[config.mk]
export PLATFORM = sky130hd
export DESIGN_NAME = aud_serial_top
export DESIGN_NICKNAME = d
export VERILOG_FILES = /design/src/aud_pkg.sv /design/src/aud_axil_regs.sv /design/src/aud_clk_div.sv /design/src/aud_serial_top.sv
export SDC_FILE = /design/constraint.sdc
export NUM_CORES = 1
export LEC_CHECK = 0
export ABC_AREA = 1
export BUFFER_PORTS_ARGS = -buffer_cell sky130_fd_sc_hd__buf_2
export CAP_MARGIN = 20
export CORE_UTILIZATION = 55
export DETAILED_ROUTE_END_ITERATION = 10
export HOLD_SLACK_MARGIN = 0.1
export PLACE_DENSITY = 0.78
export SLEW_MARGIN = 10
export SYNTH_ARGS = -nofsm -noshare
export SYNTH_HDL_FRONTEND = slang
export SYNTH_SLANG_ARGS = --single-unit
[constraint.sdc]
create_clock -name mclk -period 9 [get_ports mclk]
set_input_delay 0.45 -clock mclk [delete_from_list [all_inputs] [get_ports mclk]]
set_output_delay 0.45 -clock mclk [all_outputs]
set_load 0.01 [all_outputs]
[src/aud_pkg.sv]
// Shared constants, types and framing helpers of the audio serial block.
// Assumes 16-bit data halves and a 16-bit register window on AXI4-Lite.
package aud_pkg;
	localparam logic [3:0]  ADDR_CFG        = 4'h0;
	localparam logic [3:0]  ADDR_PSC        = 4'h4;
	localparam logic [3:0]  ADDR_DATA       = 4'h8;
	localparam logic [3:0]  ADDR_STS        = 4'hc;
	localparam logic [1:0]  LANE_ZERO       = 2'h0;
	localparam logic [1:0]  RESP_OK         = 2'h0;
	localparam logic [1:0]  RESP_ERR        = 2'h2;
	localparam logic [15:0] CFG_RST         = 16'h0000;
	localparam logic [15:0] PSC_RST         = 16'h0002;
	localparam logic [15:0] WORD_ZERO       = 16'h0000;
	localparam logic [15:0] MASK_ALL        = 16'hffff;
	localparam logic [15:0] MASK_HI         = 16'hff00;
	localparam logic [15:0] MASK_LO         = 16'h00ff;
	localparam int          CFG_EN          = 0;
	localparam int          CFG_MASTER      = 1;
	localparam int          CFG_TX          = 2;
	localparam int          CFG_STD         = 3;
	localparam int          CFG_PCMLONG     = 5;
	localparam int          CFG_DLEN        = 6;
	localparam int          CFG_CH32        = 8;
	localparam int          CFG_TXEIE       = 9;
	localparam int          CFG_RXNEIE      = 10;
	localparam int          PSC_DIV         = 0;
	localparam int          PSC_ODD         = 8;
	localparam int          PSC_MCKEN       = 9;
	localparam int          STS_TXE         = 0;
	localparam int          STS_RXNE        = 1;
	localparam int          STS_UDR         = 2;
	localparam int          STS_OVR         = 3;
	localparam int          STS_CHSIDE      = 4;
	localparam int          STS_BUSY        = 5;
	localparam logic [4:0]  LAST16          = 5'h0f;
	localparam logic [4:0]  LAST32          = 5'h1f;
	localparam logic [3:0]  HALF_LAST       = 4'hf;
	localparam logic [4:0]  LONG_SYNC_RUN   = 5'h0d;
	localparam logic [4:0]  SHORT_SYNC_RUN  = 5'h01;
	localparam logic [7:0]  DIV_MIN         = 8'h01;

	typedef enum logic [1:0] {STD_I2S, STD_MSB, STD_LSB, STD_PCM} aud_std_t;
	typedef enum logic [1:0] {DLEN_16, DLEN_24, DLEN_32, DLEN_RSV} aud_dlen_t;
	typedef enum logic [1:0] {LNK_IDLE, LNK_HUNT, LNK_ARMED, LNK_LIVE} aud_link_t;

	// Last bit index of one channel slot
	function automatic logic [4:0] slotLast(aud_dlen_t d, logic c32);
		return (d == DLEN_16 && !c32) ? LAST16 : LAST32;
	endfunction

	// Whether a 16-bit half of the slot carries buffer data or forced zeros
	function automatic logic halfLive(aud_std_t s, aud_dlen_t d, logic c32, logic h);
		if (d != DLEN_16 || !c32)
			return 1'b1;
		return (s == STD_LSB) ? h : !h;
	endfunction

	// Bits of a half that belong to a 24-bit sample
	function automatic logic [15:0] halfMask(aud_std_t s, aud_dlen_t d, logic h);
		if (d != DLEN_24)
			return MASK_ALL;
		if (s == STD_LSB)
			return h ? MASK_ALL : MASK_LO;
		return h ? MASK_HI : MASK_ALL;
	endfunction
endpackage

[src/aud_axil_regs.sv]
// AXI4-Lite slave holding configuration and exposing data/status access.
// Assumes one write and one read in flight at most.
`timescale 1ns/1ps
`default_nettype none
module aud_axil_regs import aud_pkg::*; (
	input  wire logic        mclk,
	input  wire logic        arst_n,
	input  wire logic [3:0]  awaddr,
	input  wire logic        awvalid,
	output logic             awready,
	input  wire logic [31:0] wdata,
	input  wire logic [3:0]  wstrb,
	input  wire logic        wvalid,
	output logic             wready,
	output logic [1:0]       bresp,
	output logic             bvalid,
	input  wire logic        bready,
	input  wire logic [3:0]  araddr,
	input  wire logic        arvalid,
	output logic             arready,
	output logic [31:0]      rdata,
	output logic [1:0]       rresp,
	output logic             rvalid,
	input  wire logic        rready,
	output logic [15:0]      cfgReg,
	output logic [15:0]      pscReg,
	output logic [15:0]      txWord,
	output logic             dataWr,
	output logic             dataRd,
	output logic             stsRd,
	input  wire logic [15:0] rxWord,
	input  wire logic [15:0] stsWord
);
	logic        awHeld_r, wHeld_r, bvalid_r, rvalid_r;
	logic [3:0]  awAddr_r;
	logic [15:0] wData_r, cfg_r, psc_r, rdWord;
	logic [1:0]  wStrb_r, bresp_r, rresp_r;
	logic [31:0] rdata_r;
	logic        doWr, rdTake;

	function automatic logic [15:0] mergeLanes(logic [15:0] o, logic [15:0] n, logic [1:0] s);
		return {s[1] ? n[15:8] : o[15:8], s[0] ? n[7:0] : o[7:0]};
	endfunction

	assign awready = !awHeld_r && !bvalid_r;
	assign wready  = !wHeld_r && !bvalid_r;
	assign doWr    = awHeld_r && wHeld_r;
	assign dataWr  = doWr && awAddr_r == ADDR_DATA;
	assign arready = !rvalid_r;
	assign rdTake  = arvalid && !rvalid_r;
	assign dataRd  = rdTake && araddr == ADDR_DATA;
	assign stsRd   = rdTake && araddr == ADDR_STS;
	assign rdWord  = (araddr == ADDR_CFG) ? cfg_r :
	                 (araddr == ADDR_PSC) ? psc_r :
	                 (araddr == ADDR_DATA) ? rxWord :
	                 (araddr == ADDR_STS) ? stsWord : WORD_ZERO;
	assign txWord  = wData_r;
	assign cfgReg  = cfg_r;
	assign pscReg  = psc_r;
	assign bvalid  = bvalid_r;
	assign bresp   = bresp_r;
	assign rvalid  = rvalid_r;
	assign rresp   = rresp_r;
	assign rdata   = rdata_r;

	always_ff @(posedge mclk or negedge arst_n) begin
		if (!arst_n) begin
			awHeld_r <= 1'b0;
			wHeld_r  <= 1'b0;
			awAddr_r <= '0;
			wData_r  <= WORD_ZERO;
			wStrb_r  <= '0;
			bvalid_r <= 1'b0;
			bresp_r  <= RESP_OK;
			cfg_r    <= CFG_RST;
			psc_r    <= PSC_RST;
		end else begin
			if (awvalid && awready) begin
				awHeld_r <= 1'b1;
				awAddr_r <= awaddr;
			end else if (doWr)
				awHeld_r <= 1'b0;
			if (wvalid && wready) begin
				wHeld_r <= 1'b1;
				wData_r <= mergeLanes(WORD_ZERO, wdata[15:0], wstrb[1:0]);
				wStrb_r <= wstrb[1:0];
			end else if (doWr)
				wHeld_r <= 1'b0;
			if (doWr) begin
				bvalid_r <= 1'b1;
				bresp_r  <= (awAddr_r[1:0] == LANE_ZERO) ? RESP_OK : RESP_ERR;
			end else if (bready)
				bvalid_r <= 1'b0;
			if (doWr && awAddr_r == ADDR_CFG)
				cfg_r <= mergeLanes(cfg_r, wData_r, wStrb_r);
			if (doWr && awAddr_r == ADDR_PSC)
				psc_r <= mergeLanes(psc_r, wData_r, wStrb_r);
		end
	end

	always_ff @(posedge mclk or negedge arst_n) begin
		if (!arst_n) begin
			rvalid_r <= 1'b0;
			rdata_r  <= '0;
			rresp_r  <= RESP_OK;
		end else if (rdTake) begin
			rvalid_r <= 1'b1;
			rdata_r  <= {WORD_ZERO, rdWord};
			rresp_r  <= (araddr[1:0] == LANE_ZERO) ? RESP_OK : RESP_ERR;
		end else if (rready)
			rvalid_r <= 1'b0;
	end
endmodule
`default_nettype wire

[src/aud_clk_div.sv]
// Programmable bit clock and master clock divider.
// Assumes run is low whenever the block is not master.
`timescale 1ns/1ps
`default_nettype none
module aud_clk_div import aud_pkg::*; (
	input  wire logic       mclk,
	input  wire logic       arst_n,
	input  wire logic       run,
	input  wire logic [7:0] prescale,
	input  wire logic       oddDiv,
	input  wire logic       mckEn,
	output logic            bckLevel,
	output logic            bckRise,
	output logic            bckFall,
	output logic            mckLevel
);
	logic [8:0] cnt_r;
	logic       bck_r;
	logic       mck_r;
	logic [7:0] divEff;
	logic [8:0] halfLast;
	logic       wrap;

	// Zero prescale would stall the clock, so it runs as one
	assign divEff   = (prescale < DIV_MIN) ? DIV_MIN : prescale;
	// Odd division stretches the high phase by one cycle
	assign halfLast = {1'b0, divEff} + {8'h00, bck_r & oddDiv} - 9'h001;
	assign wrap     = run && cnt_r == halfLast;
	assign bckRise  = wrap && !bck_r;
	assign bckFall  = wrap && bck_r;
	assign bckLevel = bck_r;
	assign mckLevel = mck_r;

	always_ff @(posedge mclk or negedge arst_n) begin
		if (!arst_n) begin
			cnt_r <= '0;
			bck_r <= 1'b0;
			mck_r <= 1'b0;
		end else begin
			cnt_r <= (!run || wrap) ? '0 : cnt_r + 9'h001;
			bck_r <= run ? (bck_r ^ wrap) : 1'b0;
			mck_r <= mckEn ? !mck_r : 1'b0;
		end
	end
endmodule
`default_nettype wire

[src/aud_serial_top.sv]
// Audio serial framing engine: I2S, MSB, LSB and PCM framing on one data line.
// Assumes pins are synchronous to mclk and the partner honours its framing.
//
// What this block does
// - Uses data, word select, bit clock, master clock pins; bit clock out as master.
// - Master clock pin toggles only in master mode with its enable bit set.
// - Standard field picks I2S, MSB, LSB or PCM; all but PCM are stereo.
// - Supports 16-in-16, 16-in-32, 24-in-32 and 32-bit formats.
// - Data buffers are 16 bits; 24 and 32-bit samples take two accesses.
// - Most significant bit of each sample goes first.
// - Left channel sample always precedes right channel sample.
// - I2S mode: word select and data change on falling, sampled on rising.
// - I2S 24-bit: first half is top 16 bits, second half's low byte zero.
// - I2S/MSB 16-in-32: one access, trailing 16 bits forced to zero.
// - Transmit empty flag rises when a word may be written; can interrupt.
// - Receive flag sets per arriving half; can interrupt.
// - MSB mode: word select changes with the first data bit.
// - MSB and LSB modes: change data on falling, sample on rising edges.
// - LSB mode right-justifies data when the slot is longer.
// - LSB 24-bit: first half carries top byte low, upper byte zero.
// - LSB 16-in-32: one access, leading 16 bits forced to zero.
// - PCM has no channel select; a bit picks short or long sync.
// - PCM master long sync holds word select for 13 bit periods.
// - PCM master short sync drives word select for one bit period.
// - Bit clock rate is bits per channel times channels times sample rate.
// - Missing transmit word at a slot start sets the underrun flag.
// - Receive word arriving before the last is read sets overrun.
// - First word written after enabling goes out as left channel.
//
// Local design decisions: the register offsets and register access over AXI4-Lite.
`timescale 1ns/1ps
`default_nettype none
module aud_serial_top import aud_pkg::*; (
	input  wire logic        mclk,
	input  wire logic        arst_n,
	input  wire logic [3:0]  awaddr,
	input  wire logic        awvalid,
	output logic             awready,
	input  wire logic [31:0] wdata,
	input  wire logic [3:0]  wstrb,
	input  wire logic        wvalid,
	output logic             wready,
	output logic [1:0]       bresp,
	output logic             bvalid,
	input  wire logic        bready,
	input  wire logic [3:0]  araddr,
	input  wire logic        arvalid,
	output logic             arready,
	output logic [31:0]      rdata,
	output logic [1:0]       rresp,
	output logic             rvalid,
	input  wire logic        rready,
	input  wire logic        sdIn,
	output logic             sdOut,
	output logic             sdOutEn,
	input  wire logic        wsIn,
	output logic             wsOut,
	output logic             wsOutEn,
	input  wire logic        bckIn,
	output logic             bckOut,
	output logic             bckOutEn,
	output logic             mckOut,
	output logic             irqReq
);
	logic [15:0] cfgReg, pscReg, txWord, stsWord;
	logic [15:0] txBuf_r, rxBuf_r, txShift_r, rxShift_r;
	logic        dataWr, dataRd, stsRd;
	logic        divRise, divFall, divBck, divMck;
	aud_link_t   link_r, link_nxt;
	aud_std_t    std;
	aud_dlen_t   dlen;
	logic [4:0]  bitCnt_r, wsRun_r;
	logic        ch_r, txFull_r, rxne_r, udr_r, ovr_r, chSide_r;
	logic        wsOut_r, bckD_r, wsD_r;

	aud_axil_regs u_regs (
		.mclk    (mclk),
		.arst_n  (arst_n),
		.awaddr  (awaddr),
		.awvalid (awvalid),
		.awready (awready),
		.wdata   (wdata),
		.wstrb   (wstrb),
		.wvalid  (wvalid),
		.wready  (wready),
		.bresp   (bresp),
		.bvalid  (bvalid),
		.bready  (bready),
		.araddr  (araddr),
		.arvalid (arvalid),
		.arready (arready),
		.rdata   (rdata),
		.rresp   (rresp),
		.rvalid  (rvalid),
		.rready  (rready),
		.cfgReg  (cfgReg),
		.pscReg  (pscReg),
		.txWord  (txWord),
		.dataWr  (dataWr),
		.dataRd  (dataRd),
		.stsRd   (stsRd),
		.rxWord  (rxBuf_r),
		.stsWord (stsWord)
	);

	// Configuration decode
	wire logic en      = cfgReg[CFG_EN];
	wire logic master  = cfgReg[CFG_MASTER];
	wire logic txMode  = cfgReg[CFG_TX];
	wire logic pcmLong = cfgReg[CFG_PCMLONG];
	wire logic ch32    = cfgReg[CFG_CH32];
	assign std  = aud_std_t'(cfgReg[CFG_STD +: 2]);
	assign dlen = aud_dlen_t'(cfgReg[CFG_DLEN +: 2]);
	wire logic running = link_r == LNK_ARMED || link_r == LNK_LIVE;

	aud_clk_div u_div (
		.mclk     (mclk),
		.arst_n   (arst_n),
		.run      (running && master),
		.prescale (pscReg[PSC_DIV +: 8]),
		.oddDiv   (pscReg[PSC_ODD]),
		.mckEn    (en && master && pscReg[PSC_MCKEN]),
		.bckLevel (divBck),
		.bckRise  (divRise),
		.bckFall  (divFall),
		.mckLevel (divMck)
	);

	// Bit clock edges: own divider as master, partner's pin as slave
	wire logic bckRise = master ? divRise : (bckIn && !bckD_r);
	wire logic bckFall = master ? divFall : (!bckIn && bckD_r);
	wire logic [4:0] lastBit = slotLast(dlen, ch32);

	// Slave alignment: I2S and PCM short sync lead the data by one bit
	wire logic rightWs = std == STD_I2S || std == STD_PCM;
	wire logic earlyWs = std == STD_I2S || (std == STD_PCM && !pcmLong);
	wire logic syncHit = bckRise && wsIn != wsD_r && wsIn == rightWs;

	// Slot counter advance; PCM stays on one channel
	wire logic       atLast = bitCnt_r == lastBit;
	wire logic [4:0] nxtCnt = atLast ? '0 : bitCnt_r + 5'h01;
	wire logic       nxtCh  = (atLast && std != STD_PCM) ? !ch_r : ch_r;
	// Framing only goes live at a left slot, so the first word is left
	wire logic goLive   = bckFall && link_r == LNK_ARMED && nxtCnt == '0 && !nxtCh;
	wire logic slotFall = bckFall && (link_r == LNK_LIVE || goLive);

	// Transmit half loading at the start of each 16-bit half
	wire logic        halfStart = nxtCnt[3:0] == '0;
	wire logic        txLive    = halfLive(std, dlen, ch32, nxtCnt[4]);
	wire logic        txSlot    = slotFall && txMode && halfStart;
	wire logic        txConsume = txSlot && txLive && txFull_r;
	wire logic        txUnder   = txSlot && txLive && !txFull_r;
	wire logic [15:0] txLoad    = txBuf_r & halfMask(std, dlen, nxtCnt[4]);
	wire logic        txLoadMsb = txLoad[15];

	// Receive delivery at the end of each live half
	wire logic        rxHalfEnd = bitCnt_r[3:0] == HALF_LAST;
	wire logic        rxLive    = halfLive(std, dlen, ch32, bitCnt_r[4]);
	wire logic        rxDeliver = bckRise && link_r == LNK_LIVE && !txMode && rxHalfEnd && rxLive;
	wire logic [15:0] rxWord    = {rxShift_r[14:0], sdIn} & halfMask(std, dlen, bitCnt_r[4]);
	// A read in the same cycle frees the buffer, so that arrival is kept
	wire logic        ovrHit    = rxDeliver && rxne_r && !dataRd;
	wire logic        rxAccept  = rxDeliver && !ovrHit;
	wire logic        txEmpty   = en && txMode && !txFull_r;

	// Master word select for the bit being started
	wire logic wsI2s = (nxtCnt == lastBit) ? !nxtCh : nxtCh;
	wire logic wsPcm = pcmLong ? (nxtCnt < LONG_SYNC_RUN) : (nxtCnt == lastBit);
	wire logic wsNxt = (std == STD_PCM) ? wsPcm : (std == STD_I2S) ? wsI2s : !nxtCh;

	always_comb begin
		link_nxt = link_r;
		unique case (link_r)
			LNK_IDLE: begin
				if (en && !master)
					link_nxt = LNK_HUNT;
				else if (en && (!txMode || txFull_r))
					link_nxt = LNK_ARMED;
			end
			LNK_HUNT: begin
				if (syncHit)
					link_nxt = LNK_ARMED;
			end
			LNK_ARMED: begin
				if (goLive)
					link_nxt = LNK_LIVE;
			end
			LNK_LIVE: link_nxt = LNK_LIVE;
		endcase
		if (!en)
			link_nxt = LNK_IDLE;
	end

	always_comb begin
		stsWord             = WORD_ZERO;
		stsWord[STS_TXE]    = txEmpty;
		stsWord[STS_RXNE]   = rxne_r;
		stsWord[STS_UDR]    = udr_r;
		stsWord[STS_OVR]    = ovr_r;
		stsWord[STS_CHSIDE] = chSide_r;
		stsWord[STS_BUSY]   = running;
	end

	always_ff @(posedge mclk or negedge arst_n) begin
		if (!arst_n) begin
			link_r   <= LNK_IDLE;
			bitCnt_r <= '0;
			ch_r     <= 1'b0;
		end else begin
			link_r <= link_nxt;
			if (link_r == LNK_IDLE) begin
				bitCnt_r <= lastBit;
				ch_r     <= std != STD_PCM;
			end else if (link_r == LNK_HUNT && syncHit) begin
				bitCnt_r <= earlyWs ? lastBit : '0;
				ch_r     <= !earlyWs && std != STD_PCM;
			end else if (running && bckFall) begin
				bitCnt_r <= nxtCnt;
				ch_r     <= nxtCh;
			end
		end
	end

	always_ff @(posedge mclk or negedge arst_n) begin
		if (!arst_n) begin
			txBuf_r   <= WORD_ZERO;
			txFull_r  <= 1'b0;
			txShift_r <= WORD_ZERO;
		end else begin
			if (dataWr)
				txBuf_r <= txWord;
			txFull_r <= dataWr || (txFull_r && !txConsume);
			if (slotFall && txMode)
				txShift_r <= halfStart ? (txConsume ? txLoad : WORD_ZERO) : {txShift_r[14:0], 1'b0};
		end
	end

	always_ff @(posedge mclk or negedge arst_n) begin
		if (!arst_n) begin
			rxShift_r <= WORD_ZERO;
			rxBuf_r   <= WORD_ZERO;
			rxne_r    <= 1'b0;
			udr_r     <= 1'b0;
			ovr_r     <= 1'b0;
			chSide_r  <= 1'b0;
		end else begin
			if (bckRise && running)
				rxShift_r <= {rxShift_r[14:0], sdIn};
			if (rxAccept)
				rxBuf_r <= rxWord;
			rxne_r <= rxAccept || (rxne_r && !dataRd);
			udr_r  <= txUnder || (udr_r && !stsRd);
			ovr_r  <= ovrHit || (ovr_r && !stsRd);
			if (txConsume)
				chSide_r <= nxtCh;
			else if (rxDeliver)
				chSide_r <= ch_r;
		end
	end

	always_ff @(posedge mclk or negedge arst_n) begin
		if (!arst_n) begin
			wsOut_r <= 1'b0;
			bckD_r  <= 1'b0;
			wsD_r   <= 1'b0;
			wsRun_r <= '0;
		end else begin
			bckD_r <= bckIn;
			if (bckRise)
				wsD_r <= wsIn;
			// Idle framing parks word select low so a new mode never starts on a stale pulse
			if (!running) begin
				wsOut_r <= 1'b0;
				wsRun_r <= '0;
			end else if (bckFall) begin
				if (master)
					wsOut_r <= wsNxt;
				wsRun_r <= wsOut_r ? wsRun_r + 5'h01 : '0;
			end
		end
	end

	assign sdOut    = txShift_r[15];
	assign sdOutEn  = en && txMode;
	assign wsOut    = wsOut_r;
	assign wsOutEn  = en && master;
	assign bckOut   = divBck;
	assign bckOutEn = en && master;
	assign mckOut   = divMck;
	assign irqReq   = (txEmpty && cfgReg[CFG_TXEIE]) || (rxne_r && cfgReg[CFG_RXNEIE]);
endmodule
`default_nettype wire

### Word-level counts from Yosys, hierarchy flattened

Index checks and enable logic that the tools add are counted.

* bits in registers: 168
* input port bits: 54
* logic and storage cells: 244

* add/subtract/negate cells: 4
* order comparisons: 2
* equal/unequal tests: 23
* multiplexer cells: 68
* bitwise gates (word level): 4
* reductions and logical operators: 111

Operators by type and width (count)
* 2-to-1 mux 16 bit: 14
* logical AND 1 bit: 54
* 2-to-1 mux 8 bit: 5
* 2-to-1 mux 1 bit: 33
* bitwise AND 16 bit: 2
* 2-to-1 mux 5 bit: 6
* logical NOT 1 bit: 23
* == test 4 bit, second input constant: 4
* 2-to-1 mux 2 bit: 7
* logical NOT 4 bit: 3
* logical OR 1 bit: 12
* nonzero test 2 bit: 6
* == test 5 bit: 2
* logical NOT 2 bit: 5
* AND reduction 2 bit: 5
* adder 8 x 1 -> 9 bit: 1
* adder 9 x 1 -> 9 bit, second input constant: 1
* == test 9 bit: 1
* 2-to-1 mux 9 bit: 1
* subtractor 9 x 1 -> 9 bit, second input constant: 1
* == test 2 bit, second input constant: 4
* == test 4 x 3 -> 1 bit, second input constant: 2
* < comparator 8 x 1 -> 1 bit, second input constant: 1
* case mux 2 bit (4 select lines): 1
* 15 further kinds: 18

### Depth between registers and ports, before layout

* depth in word-level cells: 20
* mapped depth: 30
* depth with buffers taken out: 30

### Cells and area by module

Synthesis repeated with hierarchy kept, for this count alone.

* cell total of the unflattened synthesis: 1062
* area total of the unflattened synthesis: 8585.7 µm²

Modules (own cells, without submodules)
* aud_serial_top: instances 1, cells an instance 457, area each 3917.5 µm²
* aud_axil_regs: instances 1, cells an instance 463, area each 3734.8 µm²
* aud_clk_div: instances 1, cells an instance 142, area each 933.4 µm²

### Least setup slack after synthesis

Ideal clock, no wire load.

* path type: register to register
* from: register u_regs.psc_r[1], in the netlist u_regs.pscReg[1]
* to: register txShift_r[10]
* library setup time: 0.077 ns
* arrival time: 3.222 ns
* required time: 8.923 ns
* slack: 5.701 ns
* cell stages (with the launch flop): 27
* buffers on the path: 1
* clock period less this slack: 3.299 ns
* cells stage by stage: dfstp_2 -> nor2_1 -> a31oi_1 -> ha_1 -> ha_1 -> inv_1 -> nor2_1 -> inv_1 -> o21ai_0 -> o22ai_1 -> a211oi_1 -> nand2_1 -> nor2_1 -> ha_1 -> nand2_1 -> clkinv_1 -> a31oi_1 -> nor2_1 -> nand2_1 -> nor2_2 -> nand2_2 -> nand2_4 -> nand3_4 -> nor2_8 -> buf_6 -> nand3_1 -> a21oi_1

* word-level cells in the longest chain between the ends: 19

RTL lines
* start, declared: line aud_axil_regs.sv:36 `logic [15:0] wData_r, cfg_r, psc_r, rdWord;`
* start signal, assigned: line aud_axil_regs.sv:97 `psc_r <= mergeLanes(psc_r, wData_r, wStrb_r);`
* < comparator 8 x 1 -> 1 bit: line aud_clk_div.sv:25 `assign divEff = (prescale < DIV_MIN) ? DIV_MIN : prescale;`
* 2-to-1 mux 8 bit *: line aud_clk_div.sv:25
* adder 8 x 1 -> 9 bit *: line aud_clk_div.sv:27 `assign halfLast = {1'b0, divEff} + {8'h00, bck_r & oddDiv} - 9'h001;`
* subtractor 9 x 1 -> 9 bit *: line aud_clk_div.sv:27
* == test 9 bit *: line aud_clk_div.sv:28 `assign wrap = run && cnt_r == halfLast;`
* logical AND 1 bit *: line aud_clk_div.sv:28
* logical AND 1 bit *: line aud_clk_div.sv:30 `assign bckFall = wrap && bck_r;`
* 2-to-1 mux 1 bit *: line aud_serial_top.sv:131 `wire logic bckFall = master ? divFall : (!bckIn && bckD_r);`
* logical AND 1 bit (3 in series): line aud_serial_top.sv:144 `wire logic goLive = bckFall && link_r == LNK_ARMED && nxtCnt == '0 && !nxtCh;`
* logical OR 1 bit: line aud_serial_top.sv:145 `wire logic slotFall = bckFall && (link_r == LNK_LIVE || goLive);`
* logical AND 1 bit *: line aud_serial_top.sv:145
* logical AND 1 bit *: line aud_serial_top.sv:150, aud_serial_top.sv:233
* logical AND 1 bit: line aud_serial_top.sv:150 `wire logic txSlot = slotFall && txMode && halfStart;`
* logical AND 1 bit (2 in series): line aud_serial_top.sv:151 `wire logic txConsume = txSlot && txLive && txFull_r;`
* 2-to-1 mux 16 bit (2 in series): line aud_serial_top.sv:234 `txShift_r <= halfStart ? (txConsume ? txLoad : WORD_ZERO) : {txShift_r[14:0], 1'b0};`
* end signal, assigned: line aud_serial_top.sv:234
* end, declared: line aud_serial_top.sv:66 `logic [15:0] txBuf_r, rxBuf_r, txShift_r, rxShift_r;`

Every way passes the cells marked *; elsewhere a longest branch is shown, timed or not.
A chain may end at the register's enable or synchronous reset.

### Worst setup path after layout

* from: register u_regs.psc_r[4], in the netlist u_regs.pscReg[4]
* to: register txShift_r[3]

The elaborated chain is that of the path after synthesis.

==> results.cfg <==
[run_status]
status = completed

[setup_path]
start_kind = flop
critical_path_peak_fanout = 17
endpoint_kind = flop
slowest_delay_ps = 470
critPathBufInv = 5
worstPathRequired_ps = 9350
crit_family = simple AND/OR/NAND/NOR gates
crit_type = flop to flop
cpMostUsedCell = nor2_1
crit_slowest_cell = dfrtp_1
worst_ep_arrival_time_ps = 4470
ff2ff_setup_slack_ps = 4870

[clock_network]
clock_latency_ps = 440
clock-root-buffer = clkbuf_16
path_clk_slew_ps = 70
cts_tree = yes
clk_path_buf_depth = 2
hold_buffers = 0
cts_setup_buffers = 0
post_cts_resized = 0
cts_buffers = 17
clock_sinks = 166
htreeDepth = 4

[synthesis]
synth_edf_count = 0
synthMuxAreaShare_pct = 2.29
synth_compound_area_share_pct = 13.4
synthArstFlopShare_pct = 100
yosysTopAreaCellShare_pct = 52.4
synth_fa_ha_area_share_pct = 2.38
ys_ff_latch = 166
syn_avg_cell_area_sq_um = 8.73
synth_top_family_by_area = simple AND/OR/NAND/NOR gates
ys_top_cells_by_area = dfrtp_1, nand2_1, o21ai_0, inv_1, nand3_1
synth-seq-area-share_pct = 52.7
synth_flop_cell = dfrtp_1
synth.distinct_cells = 41
netlist_instances = 903
synthXorXnorAreaFrac_pct = 1.67
synth_area_sq_um = 7880
synth-simple-area-share_pct = 18.6
yosys_warnings = 0
synth_top_cell_by_area = dfrtp_1

[timing]
finalMaxSlewViolations = 0
tightest_slew_ps = 1010
clock.fmax_ghz = 0.242
worst_slew_margin_rel_pct = 32.6
setup_viol = 0
fin_tns_setup_ps = 0
hold_viol_final = 0
layout_setup_ws_ps = 4870
rsz0062_at_grt = false
period_minus_slack_ps = 4130
clock_skew_ps = 8.87
finalCritPeriodShare_pct = 45.8
timing.hold.ws_ps = 63.4

[route]
avgRoutedWirePerCell_um = 15.6
routed_wl_mm = 18.0
viasPerCell = 5.50
vias = 6340
drt_iter0_drc = 565
ant_nets = 0
drc = 0
dr.pass1.iters = 5

[floorplanning]
rows = 43
ioPinCount = 103
start_util_pct = 56.5
dieArea_sq_um = 14800
die_h_um = 122
dieWidth_um = 122
core_sq_um = 13900

[cells_and_area]
area_delta_synth_final_pct = 13.0
drive_above_1_share_pct = 14.2
fillers = 1156
fin_area_sq_um = 8900
finalNetCount = 1029
utilization_pct = 63.9
antenna_cells = 0
instances_no_fill = 1153

[power_and_ir_drop]
peakVddDrop_v = 0.000164
p_total_mw = 2.68
powerDensity_nw_per_um2 = 301
leakage_nw = 4.41

[placement]
hpwlAfterDp_mm = 12.3
io_buffers = 66
pre_cts_ws_ps = 4990
postPlaceCellArea_sq_um = 8250
placed_cells = 1119
place_congestion = 0.869

[grt]
grt_pass1_wl_mm = 30.4
track_usage_pct = 26.9
antenna_found_initial = 0
grt_max_degree = 88
grt-ovfl-total = 0
grt_pass1_vias = 6101

[run]
cap_viol_max_count = 0

[worst_hold_path]
hold_path.class = input port to asynchronous set/reset pin
report_power, final:
group | switching (mW) | leakage, nW | internal [mW] | total (mW)
logic | 0.597 | 1.99 | 0.314 | 0.911
clock network | 0.309 | 0.293 | 0.448 | 0.757
registers | 0.121 | 2.13 | 0.894 | 1.02
total | 1.03 | 4.41 | 1.66 | 2.68
worst paths after layout:
kind,from,depth (start not counted),endpoint
min,arst_n,1,u_regs.txWord[13]$_DFFE_PN0P_
max reg2reg,u_regs.pscReg[4]$_DFFE_PN0P_,27,txShift_r[3]$_DFFE_PN0N_
min in group mclk,bckIn,1,bckD_r$_DFF_PN0_
max,u_regs.pscReg[4]$_DFFE_PN0P_,27,txShift_r[3]$_DFFE_PN0N_
min reg2reg,u_div.mckLevel$_DFF_PN0_,1,u_div.mckLevel$_DFF_PN0_
max in group asynchronous,arst_n,3,u_regs.pscReg[1]$_DFFE_PN1P_
cell usage in the layout, fill, tap and decap left out, types with 2 or more instances in the layout:
| cell | count |
|---|---|
| nand3_1 | 75 |
| buf_6 | 2 |
| xor2_1 | 10 |
| o22ai_1 | 10 |
| conb_1 | 18 |
| clkinv_4 | 2 |
| ha_1 | 15 |
| inv_1 | 108 |
| buf_4 | 3 |
| clkinv_1 | 2 |
| clkbuf_16 | 17 |
| a22oi_1 | 3 |
| o21ai_1 | 6 |
| clkinvlp_4 | 3 |
| mux2_2 | 16 |
| nor3_1 | 12 |
| dfrtp_1 | 165 |
| a221oi_1 | 12 |
| bufinv_16 | 3 |
| clkinv_2 | 2 |
| nor2_1 | 74 |
| a31oi_1 | 4 |
| nor2_2 | 2 |
| nand2_4 | 2 |
| nand3_4 | 2 |
| xnor2_1 | 5 |
| inv_8 | 2 |
| nand2_1 | 157 |
| nand2_2 | 5 |
| a21oi_1 | 45 |
| o21ai_0 | 105 |
| buf_2 | 65 |
| inv_2 | 3 |
| or2_2 | 2 |
Yosys cell counts (2+ instances only):
library cell  instances
nor2_2                2
a31oi_1               4
nand3_1              75
xor2_1               10
dfrtp_1             165
nand2_4               2
nor3_1               12
a22oi_1               3
inv_1               108
mux2_2               16
buf_2                 4
a221oi_1             12
xnor2_1               5
o21ai_1               6
inv_2                 3
clkinv_1              2
buf_4                20
o22ai_1              10
or2_2                 2
nand2_1             157
a21oi_1              45
nor2_1               74
o21ai_0             105
nand3_4               2
ha_1                 15
nand2_2               5
clkbuf_1             25
metal layers:
layer / up-vias / global-route usage [%] / part of all wire (%)
met2: 204 / 43.0 / 48
met5: - / 0 / 0
li1: 3047 / - / -
met4: 0 / 10.4 / 2.6
met3: 35 / 4.78 / 5.1
met1: 3054 / 36.5 / 45
worst reg2reg max path: stages (launching register included):
cell and delay (ps):
dfrtp_1 470, nor2_1 90, nand2_1 100, inv_1 60, a31oi_1 150, ha_1 200
ha_1 190, inv_1 50, nor2_1 210, inv_1 80, o21ai_0 230, o22ai_1 120
a211oi_1 190, nand2_1 100, nor2_1 150, ha_1 160, nand2_1 120, clkinv_1 70
a31oi_1 70, nor2_1 120, nand2_1 70, nor2_2 100, nand2_2 90, nand2_4 80
nand2_2 220, inv_2 310, nor2_1 70, a21oi_1 160
kinds of logic (layout without fill, tap and decap cells):
kind of cell,Yosys count,in the layout
simple gates,335,335
compound gates,192,192
flops,166,166
buf+inv,163,216
mux,16,16
fa+ha+maj,15,15
xor+xnor,15,15
other cells,1,18
state kept, by name, summed over array words and instances (netlist names), 2 cells and up:
signal	cells
rxBuf_r	16
u_div.cnt_r	9
u_regs.wStrb_r	2
bitCnt_r	5
u_regs.pscReg	16
txShift_r	16
u_regs.awAddr_r	4
rxShift_r	15
txBuf_r	16
u_regs.cfgReg	16
u_regs.txWord	16
link_r	2
u_regs.rdata	16
area by class of cell:
class,instances,area (sq um),share of cell area (%)
Multi-Input combinational cell,591,3090,34.7
Clock buffer,19,443,4.97
Tap cell,180,225,2.53
Inverter,113,424,4.76
Clock inverter,13,171,1.92
Timing Repair Buffer,71,398,4.47
Sequential cell,166,4160,46.7
Note: power is estimated with default switching activity, not from simulation.
